## config.mk

```make
export PLATFORM = sky130hd
export DESIGN_NAME = module_disable
export DESIGN_NICKNAME = d
export VERILOG_FILES = /design/src/common/module_disable_pkg.sv /design/src/hw/module_disable.sv
export SDC_FILE = /design/constraint.sdc
export NUM_CORES = 1
export LEC_CHECK = 0
export BUFFER_PORTS_ARGS = -buffer_cell sky130_fd_sc_hd__buf_4
export CORE_UTILIZATION = 36
export CTS_CLUSTER_DIAMETER = 150
export DETAILED_ROUTE_END_ITERATION = 8
export PLACE_DENSITY_LB_ADDON = 0.1
export SLEW_MARGIN = 20
export SYNTH_ARGS = -nofsm -noshare
export SYNTH_HDL_FRONTEND = slang
export SYNTH_SLANG_ARGS = --single-unit
```

## constraint.sdc

```tcl
create_clock -name pclk -period 3.95 [get_ports pclk]
set_clock_uncertainty 0.05 [all_clocks]
set_input_delay 0.79 -clock pclk [delete_from_list [all_inputs] [get_ports pclk]]
set_output_delay 0.79 -clock pclk [all_outputs]
set_load 0.03 [all_outputs]
```

## src/common/module_disable_pkg.sv

```systemverilog
// Package: register map, field positions and carriers for the module-disable bank
package module_disable_pkg;

  // ----------------------------------------------------------------
  // Register byte addresses
  // ----------------------------------------------------------------
  localparam logic [11:0] ADDR_DIS0 = 12'h000;
  localparam logic [11:0] ADDR_DIS1 = 12'h004;
  localparam logic [11:0] ADDR_DIS2 = 12'h008;
  localparam logic [11:0] ADDR_DIS3 = 12'h00c;
  localparam logic [11:0] ADDR_DIS4 = 12'h010;
  localparam logic [11:0] ADDR_DIS5 = 12'h014;
  localparam logic [11:0] ADDR_IRQ_EN0 = 12'h018;
  localparam logic [11:0] ADDR_PC_STATUS = 12'h01c;

  // ----------------------------------------------------------------
  // Implemented-bit masks and reset values
  // ----------------------------------------------------------------
  localparam logic [7:0] MASK_DIS0 = 8'hc7;
  localparam logic [7:0] MASK_DIS1 = 8'h87;
  localparam logic [7:0] MASK_DIS2_LARGE = 8'h67;
  localparam logic [7:0] MASK_DIS2_SMALL = 8'h63;
  localparam logic [7:0] MASK_DIS3 = 8'h3f;
  localparam logic [7:0] MASK_DIS4 = 8'h51;
  localparam logic [7:0] MASK_DIS5 = 8'h1e;
  localparam logic [7:0] RESET_DIS = 8'h00;
  localparam logic [7:0] MASK_IRQ_EN0 = 8'h10;
  localparam int IRQ_EN0_PC_BIT = 4;

  // Bit positions in the disable registers
  localparam int B0_SYSCLK = 7;
  localparam int B0_VREF = 6;
  localparam int B0_NVM = 2;
  localparam int B0_CLKREF = 1;
  localparam int B0_PINCHG = 0;
  localparam int B1_NUMOSC = 7;
  localparam int B1_TIMER_C = 2;
  localparam int B1_TIMER_B = 1;
  localparam int B1_TIMER_A = 0;
  localparam int B2_DAC = 6;
  localparam int B2_ADC = 5;
  localparam int B2_CMP_B = 2;
  localparam int B2_CMP_A = 1;
  localparam int B2_ZCD = 0;
  localparam int B4_ASYNC = 6;
  localparam int B4_SYNC = 4;
  localparam int B4_WAVE = 0;

  localparam int PIN_COUNT = 12;

  // ----------------------------------------------------------------
  // Carrier of the per-module disable levels
  // ----------------------------------------------------------------
  typedef struct packed {
    logic sysclk_net_off;
    logic vref_off;
    logic nonvolatile_off;
    logic clock_ref_out_off;
    logic pin_change_off;
    logic num_osc_off;
    logic timer_c_off;
    logic timer_b_off;
    logic timer_a_off;
    logic dig_to_analog_off;
    logic analog_to_dig_off;
    logic comparator_b_off;
    logic comparator_a_off;
    logic zero_cross_off;
    logic [3:0] modulator_off;
    logic [1:0] capture_unit_off;
    logic async_serial_off;
    logic sync_serial_off;
    logic waveform_gen_off;
    logic [3:0] logic_cell_off;
  } disable_bus_t;

endpackage

```

## src/hw/module_disable.sv

```systemverilog
// Module-disable register bank with pin-change interrupt master gate
//
// The implementer's own choices: the placing of the registers and register access over APB.
`timescale 1ns/1ps

module module_disable #(
  parameter bit LARGE_VARIANT = 1'b1
) (
  input wire logic pclk,
  input wire logic presetn,
  input wire logic psel,
  input wire logic penable,
  input wire logic pwrite,
  input wire logic [11:0] paddr,
  input wire logic [31:0] pwdata,
  input wire logic [3:0] pstrb,
  output logic [31:0] prdata,
  output logic pready,
  output logic pslverr,
  input wire logic [module_disable_pkg::PIN_COUNT-1:0] pin_in,
  input wire logic [module_disable_pkg::PIN_COUNT-1:0] rise_enable,
  input wire logic [module_disable_pkg::PIN_COUNT-1:0] fall_enable,
  input wire logic [module_disable_pkg::PIN_COUNT-1:0] flag_clear,
  output logic [module_disable_pkg::PIN_COUNT-1:0] pin_change_flags,
  output logic pin_change_irq,
  output module_disable_pkg::disable_bus_t disables,
  output logic pin_select_off_sync,
  output logic peripheral_clk_gate
);

  // ----------------------------------------------------------------
  // Bus decode
  // ----------------------------------------------------------------
  logic [7:0] dis0;
  logic [7:0] dis1;
  logic [7:0] dis2;
  logic [7:0] dis3;
  logic [7:0] dis4;
  logic [7:0] dis5;
  logic [7:0] irq_en0;
  logic [7:0] mask2;
  logic wr;
  logic rd;
  logic hit;
  logic [7:0] wbyte;
  logic [7:0] next_rdata;
  logic wr_dis0;
  logic wr_dis1;
  logic wr_dis2;
  logic wr_dis3;
  logic wr_dis4;
  logic wr_dis5;
  logic wr_irq;

  // Smaller variant loses the comparator-two bit entirely
  assign mask2 = LARGE_VARIANT ? module_disable_pkg::MASK_DIS2_LARGE
                               : module_disable_pkg::MASK_DIS2_SMALL;

  // ----------------------------------------------------------------
  // Write strobes
  // ----------------------------------------------------------------
  // Write lands on the access edge, the one at which the master sees pready
  assign wr = psel && penable && pready && pwrite && hit && pstrb[0];
  assign wr_dis0 = wr && (paddr == module_disable_pkg::ADDR_DIS0);
  assign wr_dis1 = wr && (paddr == module_disable_pkg::ADDR_DIS1);
  assign wr_dis2 = wr && (paddr == module_disable_pkg::ADDR_DIS2);
  assign wr_dis3 = wr && (paddr == module_disable_pkg::ADDR_DIS3);
  assign wr_dis4 = wr && (paddr == module_disable_pkg::ADDR_DIS4);
  assign wr_dis5 = wr && (paddr == module_disable_pkg::ADDR_DIS5);
  assign wr_irq = wr && (paddr == module_disable_pkg::ADDR_IRQ_EN0);
  assign rd = psel && !penable && !pwrite;
  assign wbyte = pwdata[7:0];

  always_comb begin
    hit = 1'b1;
    next_rdata = 8'h00;
    case (paddr)
      module_disable_pkg::ADDR_DIS0: next_rdata = dis0;
      module_disable_pkg::ADDR_DIS1: next_rdata = dis1;
      module_disable_pkg::ADDR_DIS2: next_rdata = dis2;
      module_disable_pkg::ADDR_DIS3: next_rdata = dis3;
      module_disable_pkg::ADDR_DIS4: next_rdata = dis4;
      module_disable_pkg::ADDR_DIS5: next_rdata = dis5;
      module_disable_pkg::ADDR_IRQ_EN0: next_rdata = irq_en0;
      module_disable_pkg::ADDR_PC_STATUS: begin
        // Pin-change flags read zero while that module is held off
        next_rdata = disables.pin_change_off ? 8'h00
                                             : {7'h00, |pin_change_flags};
      end
      default: hit = 1'b0;
    endcase
  end

  // ----------------------------------------------------------------
  // Register storage, one block per register
  // ----------------------------------------------------------------
  // Unimplemented bits are masked on the way in, so reads need no mask
  always_ff @(posedge pclk or negedge presetn) begin
    if (!presetn) begin
      dis0 <= module_disable_pkg::RESET_DIS;
    end else if (wr_dis0) begin
      dis0 <= wbyte & module_disable_pkg::MASK_DIS0;
    end
  end

  always_ff @(posedge pclk or negedge presetn) begin
    if (!presetn) begin
      dis1 <= module_disable_pkg::RESET_DIS;
    end else if (wr_dis1) begin
      dis1 <= wbyte & module_disable_pkg::MASK_DIS1;
    end
  end

  always_ff @(posedge pclk or negedge presetn) begin
    if (!presetn) begin
      dis2 <= module_disable_pkg::RESET_DIS;
    end else if (wr_dis2) begin
      dis2 <= wbyte & mask2;
    end
  end

  always_ff @(posedge pclk or negedge presetn) begin
    if (!presetn) begin
      dis3 <= module_disable_pkg::RESET_DIS;
    end else if (wr_dis3) begin
      dis3 <= wbyte & module_disable_pkg::MASK_DIS3;
    end
  end

  always_ff @(posedge pclk or negedge presetn) begin
    if (!presetn) begin
      dis4 <= module_disable_pkg::RESET_DIS;
    end else if (wr_dis4) begin
      dis4 <= wbyte & module_disable_pkg::MASK_DIS4;
    end
  end

  always_ff @(posedge pclk or negedge presetn) begin
    if (!presetn) begin
      dis5 <= module_disable_pkg::RESET_DIS;
    end else if (wr_dis5) begin
      dis5 <= wbyte & module_disable_pkg::MASK_DIS5;
    end
  end

  // Master enable lives here; only its one bit is kept
  always_ff @(posedge pclk or negedge presetn) begin
    if (!presetn) begin
      irq_en0 <= 8'h00;
    end else if (wr_irq) begin
      irq_en0 <= wbyte & module_disable_pkg::MASK_IRQ_EN0;
    end
  end

  // ----------------------------------------------------------------
  // Bus answer
  // ----------------------------------------------------------------
  // Every access gets its answer in the first access cycle, no wait state
  always_ff @(posedge pclk or negedge presetn) begin
    if (!presetn) begin
      pready <= 1'b0;
    end else begin
      pready <= psel && !penable;
    end
  end

  // Unmapped addresses are refused rather than silently ignored
  always_ff @(posedge pclk or negedge presetn) begin
    if (!presetn) begin
      pslverr <= 1'b0;
    end else begin
      pslverr <= psel && !penable && !hit;
    end
  end

  // Read data captured at setup; writes show zero so nothing stale leaks
  always_ff @(posedge pclk or negedge presetn) begin
    if (!presetn) begin
      prdata <= 32'h0000_0000;
    end else begin
      if (rd) begin
        prdata <= {24'h00_0000, next_rdata};
      end else if (psel && !penable) begin
        prdata <= 32'h0000_0000;
      end
    end
  end

  // ----------------------------------------------------------------
  // Registered disable levels
  // ----------------------------------------------------------------
  // One stored one per module means held in reset with clocks frozen
  // Levels follow the stored bits one clock late, so gating never glitches
  always_ff @(posedge pclk or negedge presetn) begin
    if (!presetn) begin
      disables.sysclk_net_off <= 1'b0;
      disables.vref_off <= 1'b0;
      disables.nonvolatile_off <= 1'b0;
      disables.clock_ref_out_off <= 1'b0;
      disables.pin_change_off <= 1'b0;
    end else begin
      disables.sysclk_net_off <= dis0[module_disable_pkg::B0_SYSCLK];
      disables.vref_off <= dis0[module_disable_pkg::B0_VREF];
      disables.nonvolatile_off <= dis0[module_disable_pkg::B0_NVM];
      disables.clock_ref_out_off <= dis0[module_disable_pkg::B0_CLKREF];
      disables.pin_change_off <= dis0[module_disable_pkg::B0_PINCHG];
    end
  end

  always_ff @(posedge pclk or negedge presetn) begin
    if (!presetn) begin
      disables.num_osc_off <= 1'b0;
      disables.timer_c_off <= 1'b0;
      disables.timer_b_off <= 1'b0;
      disables.timer_a_off <= 1'b0;
    end else begin
      disables.num_osc_off <= dis1[module_disable_pkg::B1_NUMOSC];
      disables.timer_c_off <= dis1[module_disable_pkg::B1_TIMER_C];
      disables.timer_b_off <= dis1[module_disable_pkg::B1_TIMER_B];
      disables.timer_a_off <= dis1[module_disable_pkg::B1_TIMER_A];
    end
  end

  always_ff @(posedge pclk or negedge presetn) begin
    if (!presetn) begin
      disables.dig_to_analog_off <= 1'b0;
      disables.analog_to_dig_off <= 1'b0;
      disables.comparator_b_off <= 1'b0;
      disables.comparator_a_off <= 1'b0;
      disables.zero_cross_off <= 1'b0;
    end else begin
      disables.dig_to_analog_off <= dis2[module_disable_pkg::B2_DAC];
      disables.analog_to_dig_off <= dis2[module_disable_pkg::B2_ADC];
      disables.comparator_b_off <= dis2[module_disable_pkg::B2_CMP_B];
      disables.comparator_a_off <= dis2[module_disable_pkg::B2_CMP_A];
      disables.zero_cross_off <= dis2[module_disable_pkg::B2_ZCD];
    end
  end

  always_ff @(posedge pclk or negedge presetn) begin
    if (!presetn) begin
      disables.modulator_off <= 4'h0;
      disables.capture_unit_off <= 2'h0;
    end else begin
      disables.modulator_off <= dis3[5:2];
      disables.capture_unit_off <= dis3[1:0];
    end
  end

  always_ff @(posedge pclk or negedge presetn) begin
    if (!presetn) begin
      disables.async_serial_off <= 1'b0;
      disables.sync_serial_off <= 1'b0;
      disables.waveform_gen_off <= 1'b0;
    end else begin
      disables.async_serial_off <= dis4[module_disable_pkg::B4_ASYNC];
      disables.sync_serial_off <= dis4[module_disable_pkg::B4_SYNC];
      disables.waveform_gen_off <= dis4[module_disable_pkg::B4_WAVE];
    end
  end

  always_ff @(posedge pclk or negedge presetn) begin
    if (!presetn) begin
      disables.logic_cell_off <= 4'h0;
    end else begin
      disables.logic_cell_off <= dis5[4:1];
    end
  end

  // ----------------------------------------------------------------
  // Peripheral clock network and input selection
  // ----------------------------------------------------------------
  // Gate reads closed during reset and opens at the first edge after it
  always_ff @(posedge pclk or negedge presetn) begin
    if (!presetn) begin
      peripheral_clk_gate <= 1'b0;
    end else begin
      // Clock gate open only while the network bit is clear
      peripheral_clk_gate <= !dis0[module_disable_pkg::B0_SYSCLK];
    end
  end

  // One shared level: the selection logic cannot tell modules apart
  always_ff @(posedge pclk or negedge presetn) begin
    if (!presetn) begin
      pin_select_off_sync <= 1'b0;
    end else begin
      // Input selection is cut whenever any selectable-input module is off
      pin_select_off_sync <= |{dis1[2:0], dis3[1:0], dis4[6], dis4[4], dis4[0], dis5[4:1],
                               dis2[5]};
    end
  end

  // ----------------------------------------------------------------
  // Pin-change detection and master gate
  // ----------------------------------------------------------------
  logic [module_disable_pkg::PIN_COUNT-1:0] pin_prev;
  logic [module_disable_pkg::PIN_COUNT-1:0] edge_hit;

  assign edge_hit = (rise_enable & pin_in & ~pin_prev)
                  | (fall_enable & ~pin_in & pin_prev);

  // Previous level tracks the pin even while off, so re-enable is quiet
  always_ff @(posedge pclk or negedge presetn) begin
    if (!presetn) begin
      pin_prev <= '0;
    end else begin
      pin_prev <= pin_in;
    end
  end

  // Disabled unit is held in reset: flags cleared, edges ignored
  for (genvar g = 0; g < module_disable_pkg::PIN_COUNT; g++) begin : g_pin_flag
    always_ff @(posedge pclk or negedge presetn) begin
      if (!presetn) begin
        pin_change_flags[g] <= 1'b0;
      end else if (dis0[module_disable_pkg::B0_PINCHG]) begin
        pin_change_flags[g] <= 1'b0;
      end else if (edge_hit[g]) begin
        // New edge wins over a clear in the same cycle
        pin_change_flags[g] <= 1'b1;
      end else if (flag_clear[g]) begin
        pin_change_flags[g] <= 1'b0;
      end
    end
  end

  // ----------------------------------------------------------------
  // Interrupt master gate
  // ----------------------------------------------------------------
  // Flags keep collecting while the gate is shut; opening it fires one clock after the enable lands
  always_ff @(posedge pclk or negedge presetn) begin
    if (!presetn) begin
      pin_change_irq <= 1'b0;
    end else begin
      pin_change_irq <= irq_en0[module_disable_pkg::IRQ_EN0_PC_BIT]
                        && (|pin_change_flags);
    end
  end

endmodule // module_disable

```

# --- Word level (Yosys, flattened, before mapping) ---
# Index checks and enable logic that the tools add are counted.
word_totals:
  register_bits: 116
  latchBits: 0
  mem_bits_rw: 0
  rom_bits: 0
  in_bits: 101
  output_inout_bits: 76
  word_cells: 138
  n_memories: 0
classes:
  n_addsub: 0
  n_mul: 0
  div_mod_pow: 0
  n_lt_le_gt_ge: 0
  eq_ne: 7
  shift: 0
  n_mux: 41
  bitwise: 7
  n_reduce_logical: 37
op_table:
  columns: ["operator", "count"]
  rows:
  - ["32-bit two-way mux", 2]
  - ["8-bit case mux with 8 select lines", 1]
  - ["12-bit bitwise AND", 4]
  - ["12-bit by 5-bit == test with 1-bit output (second input constant)", 4]
  - ["1-bit two-way mux", 38]
  - ["3-bit nonzero test", 12]
  - ["12-bit by 4-bit == test with 1-bit output (second input constant)", 2]
  - ["12-bit inverter", 2]
  - ["1-bit logical AND", 16]
  - ["13-bit OR reduction", 1]
  - ["12-bit by 3-bit == test with 1-bit output (second input constant)", 1]
  - ["12-bit zero test", 1]
  - ["12-bit OR", 1]
  - ["12-bit OR reduction", 1]
  - ["8-bit OR reduction", 1]
  - ["1-bit zero test", 4]
  - ["2-bit nonzero test", 1]

# --- Depth between registers and ports, before layout ---
depth:
  word_depth: 6
  ltp_mapped: 5
  ltp_nobuf: 4

# --- Worst setup path after synthesis ---
# OpenSTA, ideal clock, no wires.
synth_timing:
  path_type: "input -> register"
  start: "input port paddr[7]"
  end: "register dis0[0]"
  setup_ps: 125
  arrival_time_ps: 2154
  required_ps: 3775
  slack_ps: 1621
  stages: 5
  n_path_buf: 1
  cell_sequence: "nor4_4 > nand4_2 > or4_1 > buf_2 > mux2_4"
synth_via:
  elab_chain_cells: 6
  elab_cells_between_ends: 13
  classes_between: "eq/ne (7); mux (1); reduce/logical (5)"
synth_lines:
  columns: ["item", "line", "source"]
  rows:
  - ["start, declared", "module_disable.sv:14", "input wire logic [11:0] paddr,"]
  - ["12-bit by 3-bit == test with 1-bit output (tied with other cells)", "module_disable.sv:77", "case (paddr)"]
  - ["8-bit OR reduction (no source line)", null, null]
  - ["1-bit two-way mux", "module_disable.sv:77", null]
  - ["1-bit logical AND (2 in series)", "module_disable.sv:63", "assign wr = psel && penable && pready && pwrite && hit && pstrb[0];"]
  - ["1-bit logical AND (*)", "module_disable.sv:64", "assign wr_dis0 = wr && (paddr == module_disable_pkg::ADDR_DIS0);"]
  - ["end signal, assigned", "module_disable.sv:100", "dis0 <= module_disable_pkg::RESET_DIS;"]
  - ["end signal, assigned", "module_disable.sv:102", "dis0 <= wbyte & module_disable_pkg::MASK_DIS0;"]
  - ["end, declared", "module_disable.sv:34", "logic [7:0] dis0;"]
# Every way passes the cells marked *; elsewhere a longest branch is shown, timed or not.
# A chain may end at the register's enable or synchronous reset.

# --- Final worst setup path ---
layout_timing:
  start: "input port paddr[7]"
  end: "register dis1[2]"
layout_via:
  elab_chain_cells: 6
  elab_cells_between_ends: 13
  classes_between: "eq/ne (7); mux (1); reduce/logical (5)"
layout_lines:
  columns: ["item", "line", "source"]
  rows:
  - ["12-bit by 3-bit == test with 1-bit output (tied with other cells)", "module_disable.sv:65, module_disable.sv:77", null]
  - ["8-bit OR reduction (no source line)", null, null]
  - ["1-bit two-way mux", "module_disable.sv:77", null]
  - ["1-bit logical AND (2 in series)", "module_disable.sv:63", null]
  - ["1-bit logical AND (*)", "module_disable.sv:65", "assign wr_dis1 = wr && (paddr == module_disable_pkg::ADDR_DIS1);"]
  - ["end signal, assigned", "module_disable.sv:108", "dis1 <= module_disable_pkg::RESET_DIS;"]
  - ["end signal, assigned", "module_disable.sv:110", "dis1 <= wbyte & module_disable_pkg::MASK_DIS1;"]
  - ["end, declared", "module_disable.sv:35", "logic [7:0] dis1;"]
# Marks and branches as above.

==> metrics <==
Avg Cell Area, Syn about 12 um^2; relative slew slack approximately 58%; Post-synth EDFFs 0; first-pass detailed-route iteration total 4; Starting Density 37.7%; Max Fclk between 400 and 500 MHz; reg2reg path depth 4; post-synth top area share between 60 and 70%; most used flip-flop cell after synthesis dfrtp_1; Antenna diodes 0; die footprint about 11,000 um^2; area leader, netlist dfrtp_1; # setup viols final 0; actual slew at the worst max-slew pin ~630 ps; CTS sink count 92; switching share of total power between 20% and 30%; Crit. Startpoint paddr[7]; Hold Startpoint dis2[0]; CP Launch Type input port; area occupied by registers roughly 2300 um^2; GRT overflow 0; Final Cycle Share between 50 and 60%; Critical Path RT about 4100 ps; DRT iter0 DRCs 80; final slew viol count 0; leakage power approximately 2.6 nW; Core ar. 9910 um^2; CTS Root Cell clkbuf_8; reg2reg setup slack 1970 ps; Gate power share between 10% and 20%; Tmin final ~2400 ps; I/O pins ~180; Final nets ~540; status completed; area of the multi-input gates 1240 um^2; overall die height just over 100 um; Setup Fix Bufs, Post-CTS 0; cts bufs inserted 9; antenna viol nets, final 0; CP arrival 2540 ps; FP Rows 36; R2R Path End dis1[2]; critical path type input port to flip-flop; vias in the first global route between 2,000 and 3,000; Worst-Skew Late Latency 350 ps; hold path cells 0; maximum vdd drop 0.155 mV; Seq pwr share around 53%; CTS tree done; Synth warnings 0; Psw between 0.4 and 0.5 mW; setup_tns 0 ps; Int Pwr around 1.4 mW; Hold Buf Count CTS 0; cell area after synthesis about 3700 um^2; Post-DP HPWL about 6100 um; register area share after synthesis between 60% and 70%; die width about 100 um; via count ~2,700; Post-Synthesis Cells approximately 310; synth top area cells dfrtp_1 (62%), mux2_2 (5.1%), buf_4 (4.8%), mux2_4 (3.6%), nand2_1 (3.2%); Max Root-Sink Buffers 2; Final GP Congestion 0.771; clock power share 35.3%; Max-Cap Viols 0; antenna violations before repair 0; RSZ-0062 raised after global routing no; Final Hold Viols 0; crit end category flip-flop; Area growth, synth to finish 32.1%; Netlist cell types slightly above 40; # port buffers ~130; Hold Path Sink disables[13]; routed wire length per instance 14.6 um; Fill cells slightly above 900; worst reg2reg startpoint pready; Synth async-reset ratio between 90% and 100%; gr usage total 16.1%; routed wire length approximately 8300 um; share of cells above drive strength 1 39.4%; P per Cell Area around 380 nW/um^2; clock slew at reported path FFs ~90 ps; crit-path max FO 7; most repeated cell in the gate-level netlist after synthesis dfrtp_1; HP Class flip-flop to flip-flop; first-pass GRT wire length 13,700 um; hold slack 353 ps; number of H-tree levels 3; Yosys reg bits between 90 and 100; PnR Total Power 1.85 mW; largest net degree at the start of global routing a little under 50; DRC 0; post-CTS sizing 0; top cells by count, synth dfrtp_1 (92), nand2_1 (32), buf_4 (24), nor2_1 (18), mux2_2 (17); vias per cell 4.67
[flip-flops by register name (all words and copies together) (netlist names), 3 cells and up]
signal	flops
prdata	8
dis1	4
disables	27
dis4	3
dis5	4
dis2	5
pin_change_flags	12
dis0	5
pin_prev	12
dis3	6
[worst max-delay path by stage]
stage	cells past startpoint	end	slack (ps)
after floorplan	5	dis0[0]	1620
after global placement	5	dis1[0]	1250
after detailed placement	5	dis1[2]	1230
after CTS	5	dis1[2]	1600
after global routing	5	dis1[2]	1520
final	5	dis1[2]	1600
[worst max-delay path, cell delays in order]
cell and delay (ps):
buf_4 120, nor4_4 330, nand4_2 260, or4_1 670
mux2_4 360
[placed cells by master, fill, tap and decap left out, drive strengths merged, types with 3 or more instances in the layout]
cell type and count:
a21oi 15, a22oi 5, buf 127, clkbuf 11, conb 24, dfrtp 92, inv 18, mux2 31
mux2i 5, nand2 32, nand4 3, nor2 18, nor2b 3, nor3 8, nor4 6, o22ai 12
o31ai 3
[power by group through the flow]
stage / sequential (mW) / clock (mW) / combinational, mW
2_1_floorplan: 1.02 / 0 / 0.0906
6_report: 0.977 / 0.654 / 0.220
4_1_cts: 0.978 / 0.677 / 0.224
3_5_place_dp: 0.996 / 0 / 0.224
5_1_grt: 0.981 / 0.712 / 0.240
3_3_place_gp: 0.995 / 0 / 0.221
[cells by family (layout without fill, tap and decap cells)]
kind of cell	Yosys count	after routing	synth area share [%]
DFF	92	92	61.7
and+or+nand+nor	82	82	11.4
buffers and inverters	49	159	7.41
AOI/OAI and AO/OA	46	46	7.84
muxes	36	36	11.6
other	1	24	0.100
[area by class of cell]
| class | instances | area share, % |
|---|---|---|
| tap | 133 | 3.37 |
| sequential | 92 | 46.7 |
| clock inverter | 5 | 1.17 |
| multi-input combinational | 188 | 25.2 |
| inverter | 16 | 1.22 |
| clock buffer | 11 | 3.07 |
| timing repair buffer | 127 | 19.3 |
[routing by layer]
metal	track usage, %	wire length, um	share of wire [%]	vias to the layer above
met3	1.64	358	4.3	15
met1	21.3	3770	45	1290
li1	-	-	-	1273
met2	26.2	3970	48	96
met4	8.67	223	2.7	0
met5	0	0	0	-
[metrics by stage]
stage	std cells	instance area, um^2	setup WS, ps	util (%)
after floorplan	329	3820	1620	-
after global placement	556	4720	1250	47.7
after detailed placement	556	4720	1230	47.7
after CTS	572	4930	1600	49.8
after global routing	572	4930	1520	49.8
final	572	4930	1600	49.8
No activity file was read; power rests on OpenSTA's default activity.
